[src/mcsel_pkg.sv]
// Shared constants for the multichannel select register bank
package mcsel_pkg;
  localparam logic [3:0]  CTRL_OFFSET      = 4'h0;
  localparam logic [3:0]  RX_ENABLE_OFFSET = 4'h4;
  localparam logic [3:0]  TX_ENABLE_OFFSET = 4'h8;
  localparam int          RX_SELECT_BIT    = 0;
  localparam int          RESERVED_BIT     = 1;
  localparam int          RX_CUR_LSB       = 2;
  localparam int          RX_EVEN_LSB      = 5;
  localparam int          RX_ODD_LSB       = 7;
  localparam int          TX_EVEN_LSB      = 21;
  localparam int          TX_ODD_LSB       = 23;
  localparam logic [31:0] MASK_RESET       = 32'h0;
  localparam logic [1:0]  SELECT_RESET     = 2'h0;
  localparam int          CHANNELS         = 128;
  localparam int          SUBFRAME_SIZE    = 16;
endpackage

[src/mcsel_if.sv]
// Channel query carrier between top and channel decoders
`timescale 1ns/1ps
interface mcsel_if;
  logic [6:0]  channel;
  logic [1:0]  evenSelect;
  logic [1:0]  oddSelect;
  logic [31:0] mask;
  logic        selectOn;
  logic        enabled;
  modport owner   (output channel, evenSelect, oddSelect, mask, selectOn, input enabled);
  modport decoder (input channel, evenSelect, oddSelect, mask, selectOn, output enabled);
endinterface

[src/channel_enable_decode.sv]
// Maps a channel number onto the even/odd mask halves
`timescale 1ns/1ps
module channel_enable_decode
  import mcsel_pkg::*;
(
  mcsel_if.decoder q
);
  logic [2:0] subframe;
  logic [3:0] slot;
  always_comb
  begin
    subframe  = q.channel[6:4];
    slot      = q.channel[3:0];
    q.enabled = 1'b0;
    if (!q.selectOn)
      q.enabled = 1'b1;
    else if (subframe == {q.evenSelect, 1'b0})
      q.enabled = q.mask[{1'b0, slot}];
    else if (subframe == {q.oddSelect, 1'b1})
      q.enabled = q.mask[{1'b1, slot}];
  end
endmodule

[src/multichannel_select_regs.sv]
// Multichannel select control and channel enable registers
// Notes on behaviour
// - Bits 6-5 pick rx even subframe: 0,2,4,6.
// - Bits 8-7 pick rx odd subframe: 1,3,5,7.
// - Bits 4-2 report current rx subframe, read only.
// - Control bit 1 reads zero, writes ignored.
// - Select bit clear: all 128 rx channels enabled.
// - Select bit set: rx channels off unless mask enables them.
// - Rx mask holds 32 elements, 16 even and 16 odd.
// - Rx mask low half enables channels of even subframe.
// - Rx mask high half enables channels of odd subframe.
// - Tx mask holds 32 elements split by tx selects.
// - Tx mask low half enables channels of even subframe.
// - Tx mask high half enables channels of odd subframe.
// - Bits 22-21 pick tx even subframe, same mapping.
`timescale 1ns/1ps
module multichannel_select_regs
  import mcsel_pkg::*;
(
  input  wire logic        core_clk,
  input  wire logic        rstn,
  input  wire logic [3:0]  regAddr,
  input  wire logic [31:0] regWdata,
  input  wire logic        regWrite,
  input  wire logic        regRead,
  output logic      [31:0] regRdata,
  input  wire logic [6:0]  rxChannel,
  output logic             rxChannelEnabled,
  input  wire logic [6:0]  txChannel,
  output logic             txChannelEnabled
);
  logic        rxSelectOn_r, rxSelectOn_nxt;
  logic [1:0]  rxEven_r, rxEven_nxt;
  logic [1:0]  rxOdd_r, rxOdd_nxt;
  logic [1:0]  txEven_r, txEven_nxt;
  logic [1:0]  txOdd_r, txOdd_nxt;
  logic [31:0] rxMask_r, rxMask_nxt;
  logic [31:0] txMask_r, txMask_nxt;
  logic [31:0] rdata_r, rdata_nxt;
  logic [31:0] ctrlView;

  mcsel_if rxQ ();
  mcsel_if txQ ();

  // Current subframe follows the channel slot under evaluation
  always_comb
  begin
    ctrlView = 32'h0;
    ctrlView[RX_SELECT_BIT] = rxSelectOn_r;
    ctrlView[RESERVED_BIT] = 1'b0;
    ctrlView[RX_CUR_LSB +: 3] = rxChannel[6:4];
    ctrlView[RX_EVEN_LSB +: 2] = rxEven_r;
    ctrlView[RX_ODD_LSB +: 2] = rxOdd_r;
    ctrlView[TX_EVEN_LSB +: 2] = txEven_r;
    ctrlView[TX_ODD_LSB +: 2] = txOdd_r;
  end

  always_comb
  begin
    rxSelectOn_nxt = rxSelectOn_r;
    rxEven_nxt     = rxEven_r;
    rxOdd_nxt      = rxOdd_r;
    txEven_nxt     = txEven_r;
    txOdd_nxt      = txOdd_r;
    rxMask_nxt     = rxMask_r;
    txMask_nxt     = txMask_r;
    rdata_nxt      = 32'h0;
    if (regWrite)
    begin
      unique case (regAddr)
        CTRL_OFFSET:
        begin
          rxSelectOn_nxt = regWdata[RX_SELECT_BIT];
          rxEven_nxt     = regWdata[RX_EVEN_LSB +: 2];
          rxOdd_nxt      = regWdata[RX_ODD_LSB +: 2];
          txEven_nxt     = regWdata[TX_EVEN_LSB +: 2];
          txOdd_nxt      = regWdata[TX_ODD_LSB +: 2];
        end
        RX_ENABLE_OFFSET: rxMask_nxt = regWdata;
        TX_ENABLE_OFFSET: txMask_nxt = regWdata;
        default: ;
      endcase
    end
    if (regRead)
    begin
      unique case (regAddr)
        CTRL_OFFSET:      rdata_nxt = ctrlView;
        RX_ENABLE_OFFSET: rdata_nxt = rxMask_r;
        TX_ENABLE_OFFSET: rdata_nxt = txMask_r;
        default:          rdata_nxt = 32'h0;
      endcase
    end
  end

  always_ff @(posedge core_clk or negedge rstn)
  begin
    if (!rstn)
    begin
      rxSelectOn_r <= 1'b0;
      rxEven_r     <= SELECT_RESET;
      rxOdd_r      <= SELECT_RESET;
      txEven_r     <= SELECT_RESET;
      txOdd_r      <= SELECT_RESET;
      rxMask_r     <= MASK_RESET;
      txMask_r     <= MASK_RESET;
      rdata_r      <= 32'h0;
    end
    else
    begin
      rxSelectOn_r <= rxSelectOn_nxt;
      rxEven_r     <= rxEven_nxt;
      rxOdd_r      <= rxOdd_nxt;
      txEven_r     <= txEven_nxt;
      txOdd_r      <= txOdd_nxt;
      rxMask_r     <= rxMask_nxt;
      txMask_r     <= txMask_nxt;
      rdata_r      <= rdata_nxt;
    end
  end

  assign regRdata = rdata_r;

  assign rxQ.channel    = rxChannel;
  assign rxQ.evenSelect = rxEven_r;
  assign rxQ.oddSelect  = rxOdd_r;
  assign rxQ.mask       = rxMask_r;
  assign rxQ.selectOn   = rxSelectOn_r;
  // Transmit side has no mode field here, so masks always apply
  assign txQ.channel    = txChannel;
  assign txQ.evenSelect = txEven_r;
  assign txQ.oddSelect  = txOdd_r;
  assign txQ.mask       = txMask_r;
  assign txQ.selectOn   = 1'b1;

  channel_enable_decode rxDecode (.q(rxQ));
  channel_enable_decode txDecode (.q(txQ));

  // Lookup is combinational so a new mask acts on the next slot
  assign rxChannelEnabled = rxQ.enabled;
  assign txChannelEnabled = txQ.enabled;
endmodule

[config.mk]
export PLATFORM = sky130hd
export DESIGN_NAME = multichannel_select_regs
export DESIGN_NICKNAME = d
export VERILOG_FILES = /design/src/mcsel_pkg.sv /design/src/mcsel_if.sv /design/src/channel_enable_decode.sv /design/src/multichannel_select_regs.sv
export SDC_FILE = /design/constraint.sdc
export NUM_CORES = 1
export LEC_CHECK = 0
export BUFFER_PORTS_ARGS = -buffer_cell sky130_fd_sc_hd__buf_4
export CORE_MARGIN = 2
export CORE_UTILIZATION = 60
export DETAILED_ROUTE_END_ITERATION = 6
export GPL_ROUTABILITY_DRIVEN = 1
export MAX_ROUTING_LAYER = met4
export PLACE_DENSITY = 0.93
export SYNTH_ARGS = -nofsm -noshare
export SYNTH_HDL_FRONTEND = slang
export SYNTH_HIERARCHICAL = 1
export SYNTH_SLANG_ARGS = --single-unit
[constraint.sdc]
create_clock -name core_clk -period 3.1 [get_ports core_clk]
set_input_delay 0.465 -clock core_clk [delete_from_list [all_inputs] [get_ports core_clk]]
set_output_delay 0.465 -clock core_clk [all_outputs]
set_load 0.005 [all_outputs]
# Word level (Yosys, flattened, before mapping)
# Cells that the tools add are included.
op_classes:
  order_cmp: 4
  n_eq_ne: 6
  muxes: 15
  reduce_logical: 4
ops:
  columns: ["operator", "n"]
  rows:
  - ["$pmux 32 s3", 1]
  - ["$mux 32", 1]
  - ["$bmux 1 s4", 4]
  - ["$eq 3x3->1", 4]
  - ["$lt 4x6->1 const B", 2]
  - ["$lt 5x6->1 const B", 2]
  - ["$mux 1", 9]
  - ["$reduce_and 2->1", 3]
  - ["$eq 4x3->1 const B", 1]
  - ["$eq 4x4->1 const B", 1]
  - ["$logic_not 4->1", 1]
word_totals:
  reg_bits: 105
  in_bits: 54

# Depth between registers and ports, before layout
# Gate-level depths: netlist of the first run.
depth:
  word_depth: 5
  mapped_depth: 6
  depth_no_buf: 4

# Modules after synthesis
# Netlist of the first run, hierarchy kept.
by_module_without_submodules:
  columns: ["mod", "instances", "cells_each", "area_per_inst_um2"]
  rows:
  - ["multichannel_select_regs", 1, 283, 4091.4]
  - ["channel_enable_decode", 2, 35, 359.1]

# Worst setup path after synthesis of the first run
# No wires, ideal clock.
synth_path:
  kind: "in2out"
  from: "in rxChannel[0]"
  to: "out rxChannelEnabled"
  arrival_ns: 1.523
  required_ns: 2.635
  path_slack_ns: 1.112
  cell_stages: 5
  cell_sequence: "buf_6 > mux4_1 > mux2i_1 > mux2_2 > o2111ai_1"
synth_via:
  elab_chain_len: 5
  word_cells_on_any_way: 7
  cone_classes: "mux: 7"
synth_lines:
  columns: ["item", "line", "text"]
  rows:
  - ["from (decl)", "multichannel_select_regs.sv:27", "input wire logic [6:0] rxChannel,"]
  - ["$bmux 1 s4", "channel_enable_decode.sv:20", "q.enabled = q.mask[{1'b1, slot}];"]
  - ["$mux 1 (implied by the code)", "channel_enable_decode.sv:20", null]
  - ["$mux 1", "channel_enable_decode.sv:19", "else if (subframe == {q.oddSelect, 1'b1})"]
  - ["$mux 1 *", "channel_enable_decode.sv:17", "else if (subframe == {q.evenSelect, 1'b0})"]
  - ["$mux 1 *", "channel_enable_decode.sv:15", "if (!q.selectOn)"]
  - ["to (decl)", "multichannel_select_regs.sv:28", "output logic rxChannelEnabled,"]
# Mark *: on every way between the ends. The rest lies on a longest branch, timed or not. The select of a mux whose other input is x is not followed.

# Final worst setup path of the first run
layout_path:
  from: "reg txMask_r[13]"
  to: "out txChannelEnabled"
layout_via:
  elab_chain_len: 3
layout_lines:
  columns: ["item", "line", "text"]
  rows:
  - ["from (decl)", "multichannel_select_regs.sv:38", "logic [31:0] txMask_r, txMask_nxt;"]
  - ["from (signal assigned)", "multichannel_select_regs.sv:116", "txMask_r <= txMask_nxt;"]
  - ["$bmux 1 s4", "channel_enable_decode.sv:18", "q.enabled = q.mask[{1'b0, slot}];"]
  - ["$mux 1 (implied by the code)", "channel_enable_decode.sv:18", null]
  - ["$mux 1", "channel_enable_decode.sv:17", null]
  - ["to (decl)", "multichannel_select_regs.sv:30", "output logic txChannelEnabled"]
# Every way passes these cells. The select of a mux whose other input is x is not followed.

==> results of run 1 <==
[logic make-up (layout without fill, tap and decap cells)]
logic type | count (synthesis) | count (layout) | share of synthesized area
xor gates and xnor gates | 8 | 8 | 0.0146
other | 1 | 1 | 0.000780
DFF | 105 | 105 | 0.546
and+or+nand+nor | 64 | 64 | 0.0656
AOI/OAI and AO/OA | 41 | 41 | 0.0656
muxes | 106 | 106 | 0.274
buffers and inverters | 28 | 114 | 0.0333
[layout by cell type, fill, tap and decap left out]
cell type,count
sky130_fd_sc_hd__clkbuf_8,9
sky130_fd_sc_hd__or3_1,2
sky130_fd_sc_hd__buf_12,1
sky130_fd_sc_hd__buf_4,93
sky130_fd_sc_hd__o2111ai_1,2
sky130_fd_sc_hd__inv_1,4
sky130_fd_sc_hd__clkinv_2,2
sky130_fd_sc_hd__a21oi_1,7
sky130_fd_sc_hd__or2_2,5
sky130_fd_sc_hd__xor2_1,4
sky130_fd_sc_hd__nand2_1,7
sky130_fd_sc_hd__a222oi_1,7
sky130_fd_sc_hd__a22oi_1,20
sky130_fd_sc_hd__and3_1,2
sky130_fd_sc_hd__or3b_1,1
sky130_fd_sc_hd__nor4b_2,2
sky130_fd_sc_hd__xnor2_1,4
sky130_fd_sc_hd__mux2i_1,21
sky130_fd_sc_hd__mux2_2,69
sky130_fd_sc_hd__mux2_1,6
sky130_fd_sc_hd__clkinvlp_4,2
sky130_fd_sc_hd__nand4_1,4
sky130_fd_sc_hd__nor2_1,30
sky130_fd_sc_hd__nor4_2,1
sky130_fd_sc_hd__a21o_1,1
sky130_fd_sc_hd__nand3_1,5
sky130_fd_sc_hd__a32oi_1,2
sky130_fd_sc_hd__nor2_2,1
sky130_fd_sc_hd__clkinv_4,1
sky130_fd_sc_hd__inv_6,1
sky130_fd_sc_hd__inv_8,1
sky130_fd_sc_hd__a2bb2oi_1,2
sky130_fd_sc_hd__conb_1,1
sky130_fd_sc_hd__mux4_1,10
sky130_fd_sc_hd__dfrtp_1,105
sky130_fd_sc_hd__nor2b_1,4
[worst reg2reg max path: cells and delay by family, from the launching register on]
family | cells | cell delay [ns]
flip-flops | 1 | 0.44
AO/OA/AOI/OAI | 1 | 0.38
AND/OR/NAND/NOR | 1 | 0.11
[sequential cells by signal, indices dropped and copies added (netlist names)]
| signal | flops |
|---|---|
| rxEven_r | 2 |
| txMask_r | 32 |
| rxMask_r | 32 |
| txOdd_r | 2 |
| rxQ.selectOn | 1 |
| regRdata | 32 |
| rxOdd_r | 2 |
| txEven_r | 2 |
[power groups by stage]
stage / clock, mW / combinational (mW) / sequential, mW
floorplan: 0 / 0.416 / 1.74
global placement: 0 / 0.553 / 1.82
detailed placement: 0 / 0.592 / 1.84
CTS: 0.781 / 0.600 / 1.81
global route: 0.850 / 0.651 / 1.84
finish: 0.767 / 0.600 / 1.82
[per-stage QoR]
| stage | utilization | total power [mW] | hold WS (ns) | setup slack (ns) |
|---|---|---|---|---|
| after global routing | 0.738 | 3.34 | 0.136 | 0.557 |
| final | 0.738 | 3.19 | 0.109 | 0.645 |
| after detailed placement | 0.715 | 2.43 | 0.524 | 0.740 |
| after CTS | 0.738 | 3.19 | 0.123 | 0.661 |
| after floorplan | - | 2.15 | 0.169 | 1.11 |
| after global placement | 0.715 | 2.38 | 0.505 | 0.804 |
[area by class of cell]
class / count / area, µm² / area share
Clock buffer: 9 / 124 / 0.0217
Clock inverter: 7 / 53.8 / 0.00944
Inverter: 4 / 15.0 / 0.00263
Multi-Input combinational cell: 220 / 2030 / 0.357
Sequential cell: 105 / 2630 / 0.461
Tap cell: 102 / 128 / 0.0224
Timing Repair Buffer: 94 / 718 / 0.126
[worst max path at each step]
stage | depth (start not counted) | end
floorplan | 5 | rxChannelEnabled
global placement | 6 | txChannelEnabled
detailed placement | 6 | rxChannelEnabled
CTS | 5 | rxChannelEnabled
global route | 5 | txChannelEnabled
finish | 5 | txChannelEnabled
[metal layers]
metal	share of wire	GRT usage	up-vias
met1	0.38	0.364	1705
met3	0.079	0.0798	30
met4	0.026	0.0870	0
li1	-	-	1460
met5	0	-	-
met2	0.51	0.461	193
==> qor.csv, run 1 <==
metric,value,unit
run status,"complete, no violations",
commonest cells in the synthesized netlist,"sky130_fd_sc_hd__dfrtp_1 (105), sky130_fd_sc_hd__mux2_2 (69), sky130_fd_sc_hd__nor2_1 (30), sky130_fd_sc_hd__mux2i_1 (21), sky130_fd_sc_hd__a22oi_1 (20)",
kind of critical path,reg -> out,
count of buffering cells on the critical path with inverters included,1,
commonest register cell after synthesis,sky130_fd_sc_hd__dfrtp_1,
power density cells,560,nW/µm²
Final Max Slew Viols,0,
number of enable-type register cells in the synthesized netlist,0,
Max Clk Rate,0.407,GHz
number of placed I/O pins,88,
post-synthesis async set-or-reset flop share,1.00,
cell with the most instances after synthesis,sky130_fd_sc_hd__dfrtp_1,
share of final-layout standard cells stronger than drive strength 1,0.428,
detailed-router iteration count before antenna repair,5,
instance area at placement,5520,µm²
"Max stage delay cell, worst path",sky130_fd_sc_hd__mux4_1,
arrival time of the worst setup path,1.99,ns
net count after synthesis,407,
Yosys warnings,6,
transition at the pin with the smallest max-transition slack,0.930,ns
"Hold Vio Cnt, Final",0,
Finish-stage setup viols,0,
routed vias,3388,
pin count of the biggest net entering global routing,58,
Layout Cells excl Fill,541,
Leakage,2.67,nW
DRC viols,0,
cts-stage hold buffer count,0,
relative contribution of sequential cells to total power,0.572,
Worst IR Drop VDD,0.403,mV
synthesized area,4810,µm²
Starting Density,0.622,
skew final,0.00999,ns
average vias per placed instance,6.26,
clock root buffer,sky130_fd_sc_hd__clkbuf_8,
required arrival time at the worst endpoint,2.63,ns
number of port buffers,87,
internal power,2.26,mW
final antenna-violating net count,0,
switching power share of the total,0.292,
residual overflow from global routing,0,
post-synthesis average cell area,13.6,µm²
top cell type by total area after synthesis,sky130_fd_sc_hd__dfrtp_1,
Startpoint Class,register,
kind of end point of the critical path,primary output,
setup TNS,0,ns
GR Util All Layers,0.288,
Crit path largest cell delay,0.51,ns
combinational share of power,0.188,
Clock Power Share,0.240,
worst reg-to-reg path cell count,2,
CTS sink count,105,
deepest clock path buffer count,2,
crit-path leading delay family,multiplexers,
reg2reg setup slack,2.02,ns
clock period minus worst slack,2.46,ns
die extent in x,93.5,µm
Syn-to-layout area delta,18.5,%
number of setup buffers added after CTS,0,
R2R Path Start,txMask_r[4],
"critical path fanouts, max",3,
row cnt,32,
floorplan die area,8750,µm²
fillcell total,491,
DP HPWL,8210,µm
"top cells by area, synth","sky130_fd_sc_hd__dfrtp_1 (55%), sky130_fd_sc_hd__mux2_2 (16%), sky130_fd_sc_hd__mux4_1 (5.5%)",
WL/cell,21.5,µm
global-route wire length before repair,18200,µm
final non-filler cell area,5700,µm²
post-route fraction of the period consumed by the critical path,0.792,
worst skew pair latency,0.37,ns
reg2reg end,regRdata[4],
H-tree lvl count,3,
post-synthesis sequential element count,105,
setup repair after global routing missed its margin,no,
initial DRC count,277,
number of gates given a new drive strength after cts,0,
antenna violations before repair,0,
MaxCap Viol Count,0,
Critical Path Source,txMask_r[13],
Tightest Hold Check Type,in -> async,
Placed Instances,525,
"wirelength, routed",11600,µm
clock slew seen by the registers of the worst setup and hold paths,0.10,ns
final weighted congestion of routability-driven global placement,0.928,
fraction of synthesized cell area taken by the top area cell type,0.546,
net switching power of the design,0.932,mW
Synth cell types,32,
number of buffers created by CTS,9,
number of global-route vias before repair,3394,
cell count after synthesis,353,
headroom to the max-slew limit,0.380,
clock tree from TritonCTS,built,
worst path cell trace,"mux4_1, mux2i_1, mux2_2, o2111ai_1, buf_4",
height of the chip,93.5,µm
nets@finish,488,
"Seq/Total Area, Yosys",0.546,
antenna cells,0,
Core Region,7730,µm²
No activity file was read; power rests on OpenSTA's default activity.
==> inputs of run 2 (changes only) <==
--- a/config.mk
+++ b/config.mk
@@ -5,13 +5,14 @@
 export SDC_FILE = /design/constraint.sdc
 export NUM_CORES = 1
 export LEC_CHECK = 0
+export ABC_AREA = 1
 export BUFFER_PORTS_ARGS = -buffer_cell sky130_fd_sc_hd__buf_4
 export CORE_MARGIN = 2
-export CORE_UTILIZATION = 60
+export CORE_UTILIZATION = 51
 export DETAILED_ROUTE_END_ITERATION = 6
 export GPL_ROUTABILITY_DRIVEN = 1
 export MAX_ROUTING_LAYER = met4
-export PLACE_DENSITY = 0.93
+export PLACE_DENSITY = 0.84
 export SYNTH_ARGS = -nofsm -noshare
 export SYNTH_HDL_FRONTEND = slang
 export SYNTH_HIERARCHICAL = 1
==> constraint.sdc (replaced) <==
create_clock -name core_clk -period 2.2 [get_ports core_clk]
set_input_delay 0.33 -clock core_clk [delete_from_list [all_inputs] [get_ports core_clk]]
set_output_delay 0.33 -clock core_clk [all_outputs]
set_load 0.005 [all_outputs]
==> qor.csv, run 2 <==
metric,value,unit
Crit path largest cell delay,0.42,ns
share of final-layout standard cells stronger than drive strength 1,0.166,
average vias per placed instance,5.62,
"Seq/Total Area, Yosys",0.483,
Placed Instances,911,
run status,"complete, no violations",
Leakage,3.32,nW
Starting Density,0.527,
clock tree from TritonCTS,built,
commonest register cell after synthesis,sky130_fd_sc_hd__dfrtp_1,
fillcell total,895,
post-synthesis sequential element count,105,
post-synthesis average cell area,7.53,µm²
initial DRC count,431,
fraction of synthesized cell area taken by the top area cell type,0.483,
synthesized area,5440,µm²
"critical path fanouts, max",3,
"Max stage delay cell, worst path",sky130_fd_sc_hd__dfrtp_1,
headroom to the max-slew limit,0.442,
transition at the pin with the smallest max-transition slack,0.834,ns
residual overflow from global routing,0,
post-route fraction of the period consumed by the critical path,0.866,
DP HPWL,9820,µm
antenna violations before repair,0,
net count after synthesis,777,
WL/cell,15.9,µm
synthesized-area fraction occupied by xor and xnor cells,0.00322,
Min Hold Slack,0.155,ns
global-route wire length before repair,24100,µm
Layout Cells excl Fill,927,
"wirelength, routed",14700,µm
number of enable-type register cells in the synthesized netlist,0,
worst skew pair latency,0.37,ns
Synth cell types,25,
final weighted congestion of routability-driven global placement,0.938,
pin count of the biggest net entering global routing,49,
Yosys warnings,6,
"Hold Vio Cnt, Final",0,
commonest cells in the synthesized netlist,"sky130_fd_sc_hd__nand2_1 (254), sky130_fd_sc_hd__nand3_1 (128), sky130_fd_sc_hd__dfrtp_1 (105), sky130_fd_sc_hd__inv_1 (60), sky130_fd_sc_hd__o21ai_0 (52)",
most used cells in the layout excluding fill and tap cells,"sky130_fd_sc_hd__nand2_1 (254), sky130_fd_sc_hd__nand3_1 (128), sky130_fd_sc_hd__dfrtp_1 (105)",
kind of end point of the critical path,primary output,
fraction of the mapped netlist area in adder cells,0,
"top cells by area, synth","sky130_fd_sc_hd__dfrtp_1 (48%), sky130_fd_sc_hd__nand2_1 (18%), sky130_fd_sc_hd__nand3_1 (12%)",
skew final,0.00864,ns
row cnt,37,
Startpoint Class,register,
cell count after synthesis,723,
floorplan die area,11500,µm²
nets@finish,841,
Syn-to-layout area delta,15.6,%
detailed-router iteration count before antenna repair,7,
number of port buffers,87,
power density cells,723,nW/µm²
routed vias,5209,
Final Max Slew Viols,0,
clock period minus worst slack,1.91,ns
Max Clk Rate,0.525,GHz
setup repair after global routing missed its margin,no,
height of the chip,107,µm
die extent in x,107,µm
clock root buffer,sky130_fd_sc_hd__clkbuf_8,
crit-path leading delay family,simple AND/OR/NAND/NOR gates,
main combinational cell family by area after synthesis,simple AND/OR/NAND/NOR gates,
GR Util All Layers,0.273,
Core Region,10300,µm²
Worst IR Drop VDD,0.310,mV
deepest clock path buffer count,2,
antenna cells,0,
number of placed I/O pins,88,
"most common cell after layout, fill and taps aside",sky130_fd_sc_hd__nand2_1,
share of synthesized area spent on multiplexers,0,
Critical Path Most Common Cell,sky130_fd_sc_hd__nand3_1,
kind of critical path,reg -> out,
cell with the most instances after synthesis,sky130_fd_sc_hd__nand2_1,
DRC viols,0,
required arrival time at the worst endpoint,1.87,ns
worst path cell trace,"inv_1, nand2_2, nand3_1, nand3_1, nand3_1, nand2_1, nand2_1, nand3_2, buf_4",
number of buffers created by CTS,9,
count of buffering cells on the critical path with inverters included,2,
MaxCap Viol Count,0,
Tightest Hold Check Type,in -> reg,
setup TNS,0,ns
number of global-route vias before repair,5015,
CTS sink count,105,
H-tree lvl count,3,
Finish-stage setup viols,0,
post-synthesis async set-or-reset flop share,1.00,
"area fraction in and, or, nand and nor cells after synthesis",0.322,
arrival time of the worst setup path,1.58,ns
final antenna-violating net count,0,
top cell type by total area after synthesis,sky130_fd_sc_hd__dfrtp_1,
share of the synthesized area in compound gates (AO/OA/AOI/OAI),0.0947,
clock slew seen by the registers of the worst setup and hold paths,0.10,ns
==> run 2: cell count changes after synthesis, sizes merged, moves of 20 or more <==
| cell | previous run | this run |
|---|---|---|
| a22oi | 20 | 0 |
| mux2 | 75 | 0 |
| nand2 | 7 | 261 |
| nand3 | 5 | 130 |
| mux2i | 21 | 0 |
| o21ai | 0 | 77 |
| inv | 4 | 64 |
| nor2 | 31 | 11 |
==> run 2: stage by stage <==
| step | util | total power [mW] | area [µm²] | setup WS (ns) |
|---|---|---|---|---|
| after floorplan | - | 2.98 | 5440 | 0.827 |
| after global placement | 0.589 | 3.30 | 6080 | 0.449 |
| after detailed placement | 0.589 | 3.35 | 6080 | 0.444 |
| after CTS | 0.609 | 4.54 | 6290 | 0.315 |
| after global routing | 0.609 | 4.80 | 6290 | 0.191 |
| final | 0.609 | 4.54 | 6290 | 0.295 |
==> run 2: routing by layer <==
metal	GRT usage	up-vias	share of wire
li1	-	2440	-
met1	0.342	2486	0.39
met2	0.435	250	0.49
met3	0.0545	33	0.083
met4	0.110	0	0.028
met5	-	-	0
==> run 2: layout make-up <==
type	count	area [µm²]	area share
clock buffer	12	155	0.0247
multi-input combinational	508	2290	0.364
inverter	64	250	0.0398
tap	136	170	0.0271
clock inverter	3	40.0	0.00637
sequential	105	2630	0.418
timing repair buffer	99	758	0.121
==> run 2: power by group <==
| part | internal, mW | switching, mW | leakage, nW |
|---|---|---|---|
| sequential | 2.22 | 0.241 | 1.37 |
| clock | 0.580 | 0.633 | 0.102 |
| combinational | 0.335 | 0.540 | 1.85 |
| total | 3.13 | 1.41 | 3.32 |
==> run 2: cell families (layout without fill, tap and decap cells) <==
family	count (synthesis)	in the layout
other	1	1
buffers and inverters	110	178
flip-flops	105	105
AND/OR/NAND/NOR	404	404
XOR/XNOR	2	2
AO/OA/AOI/OAI	101	101
==> run 2: worst paths after layout <==
| kind | startpoint | to | slack (ns) | cells after the start |
|---|---|---|---|---|
| worst max-delay path | rxMask_r[30] | rxChannelEnabled | 0.29 | 9 |
| worst min-delay path | regWdata[12] | txMask_r[12] | 0.15 | 3 |
| worst max register to register | txMask_r[3] | regRdata[3] | 1.32 | 4 |
| worst min register to register | rxMask_r[14] | rxMask_r[14] | 0.53 | 2 |
| max in group asynchronous | rstn | rxQ.selectOn | 1.08 | 3 |
| min in group asynchronous | rstn | txMask_r[27] | 0.48 | 2 |
==> run 2: worst register-to-register path: cells and delay by family, from the launching register on <==
family                 cells  cell delay, ns
buffers and inverters      1            0.04
flip-flops                 1            0.43
AND/OR/NAND/NOR            3            0.31
==> run 2: timing repair <==
item	4_1_cts	5_1_grt
setup buffers	0	0
gates resized for setup	0	0
hold endpoints to repair	39	0
hold buffers	1	0
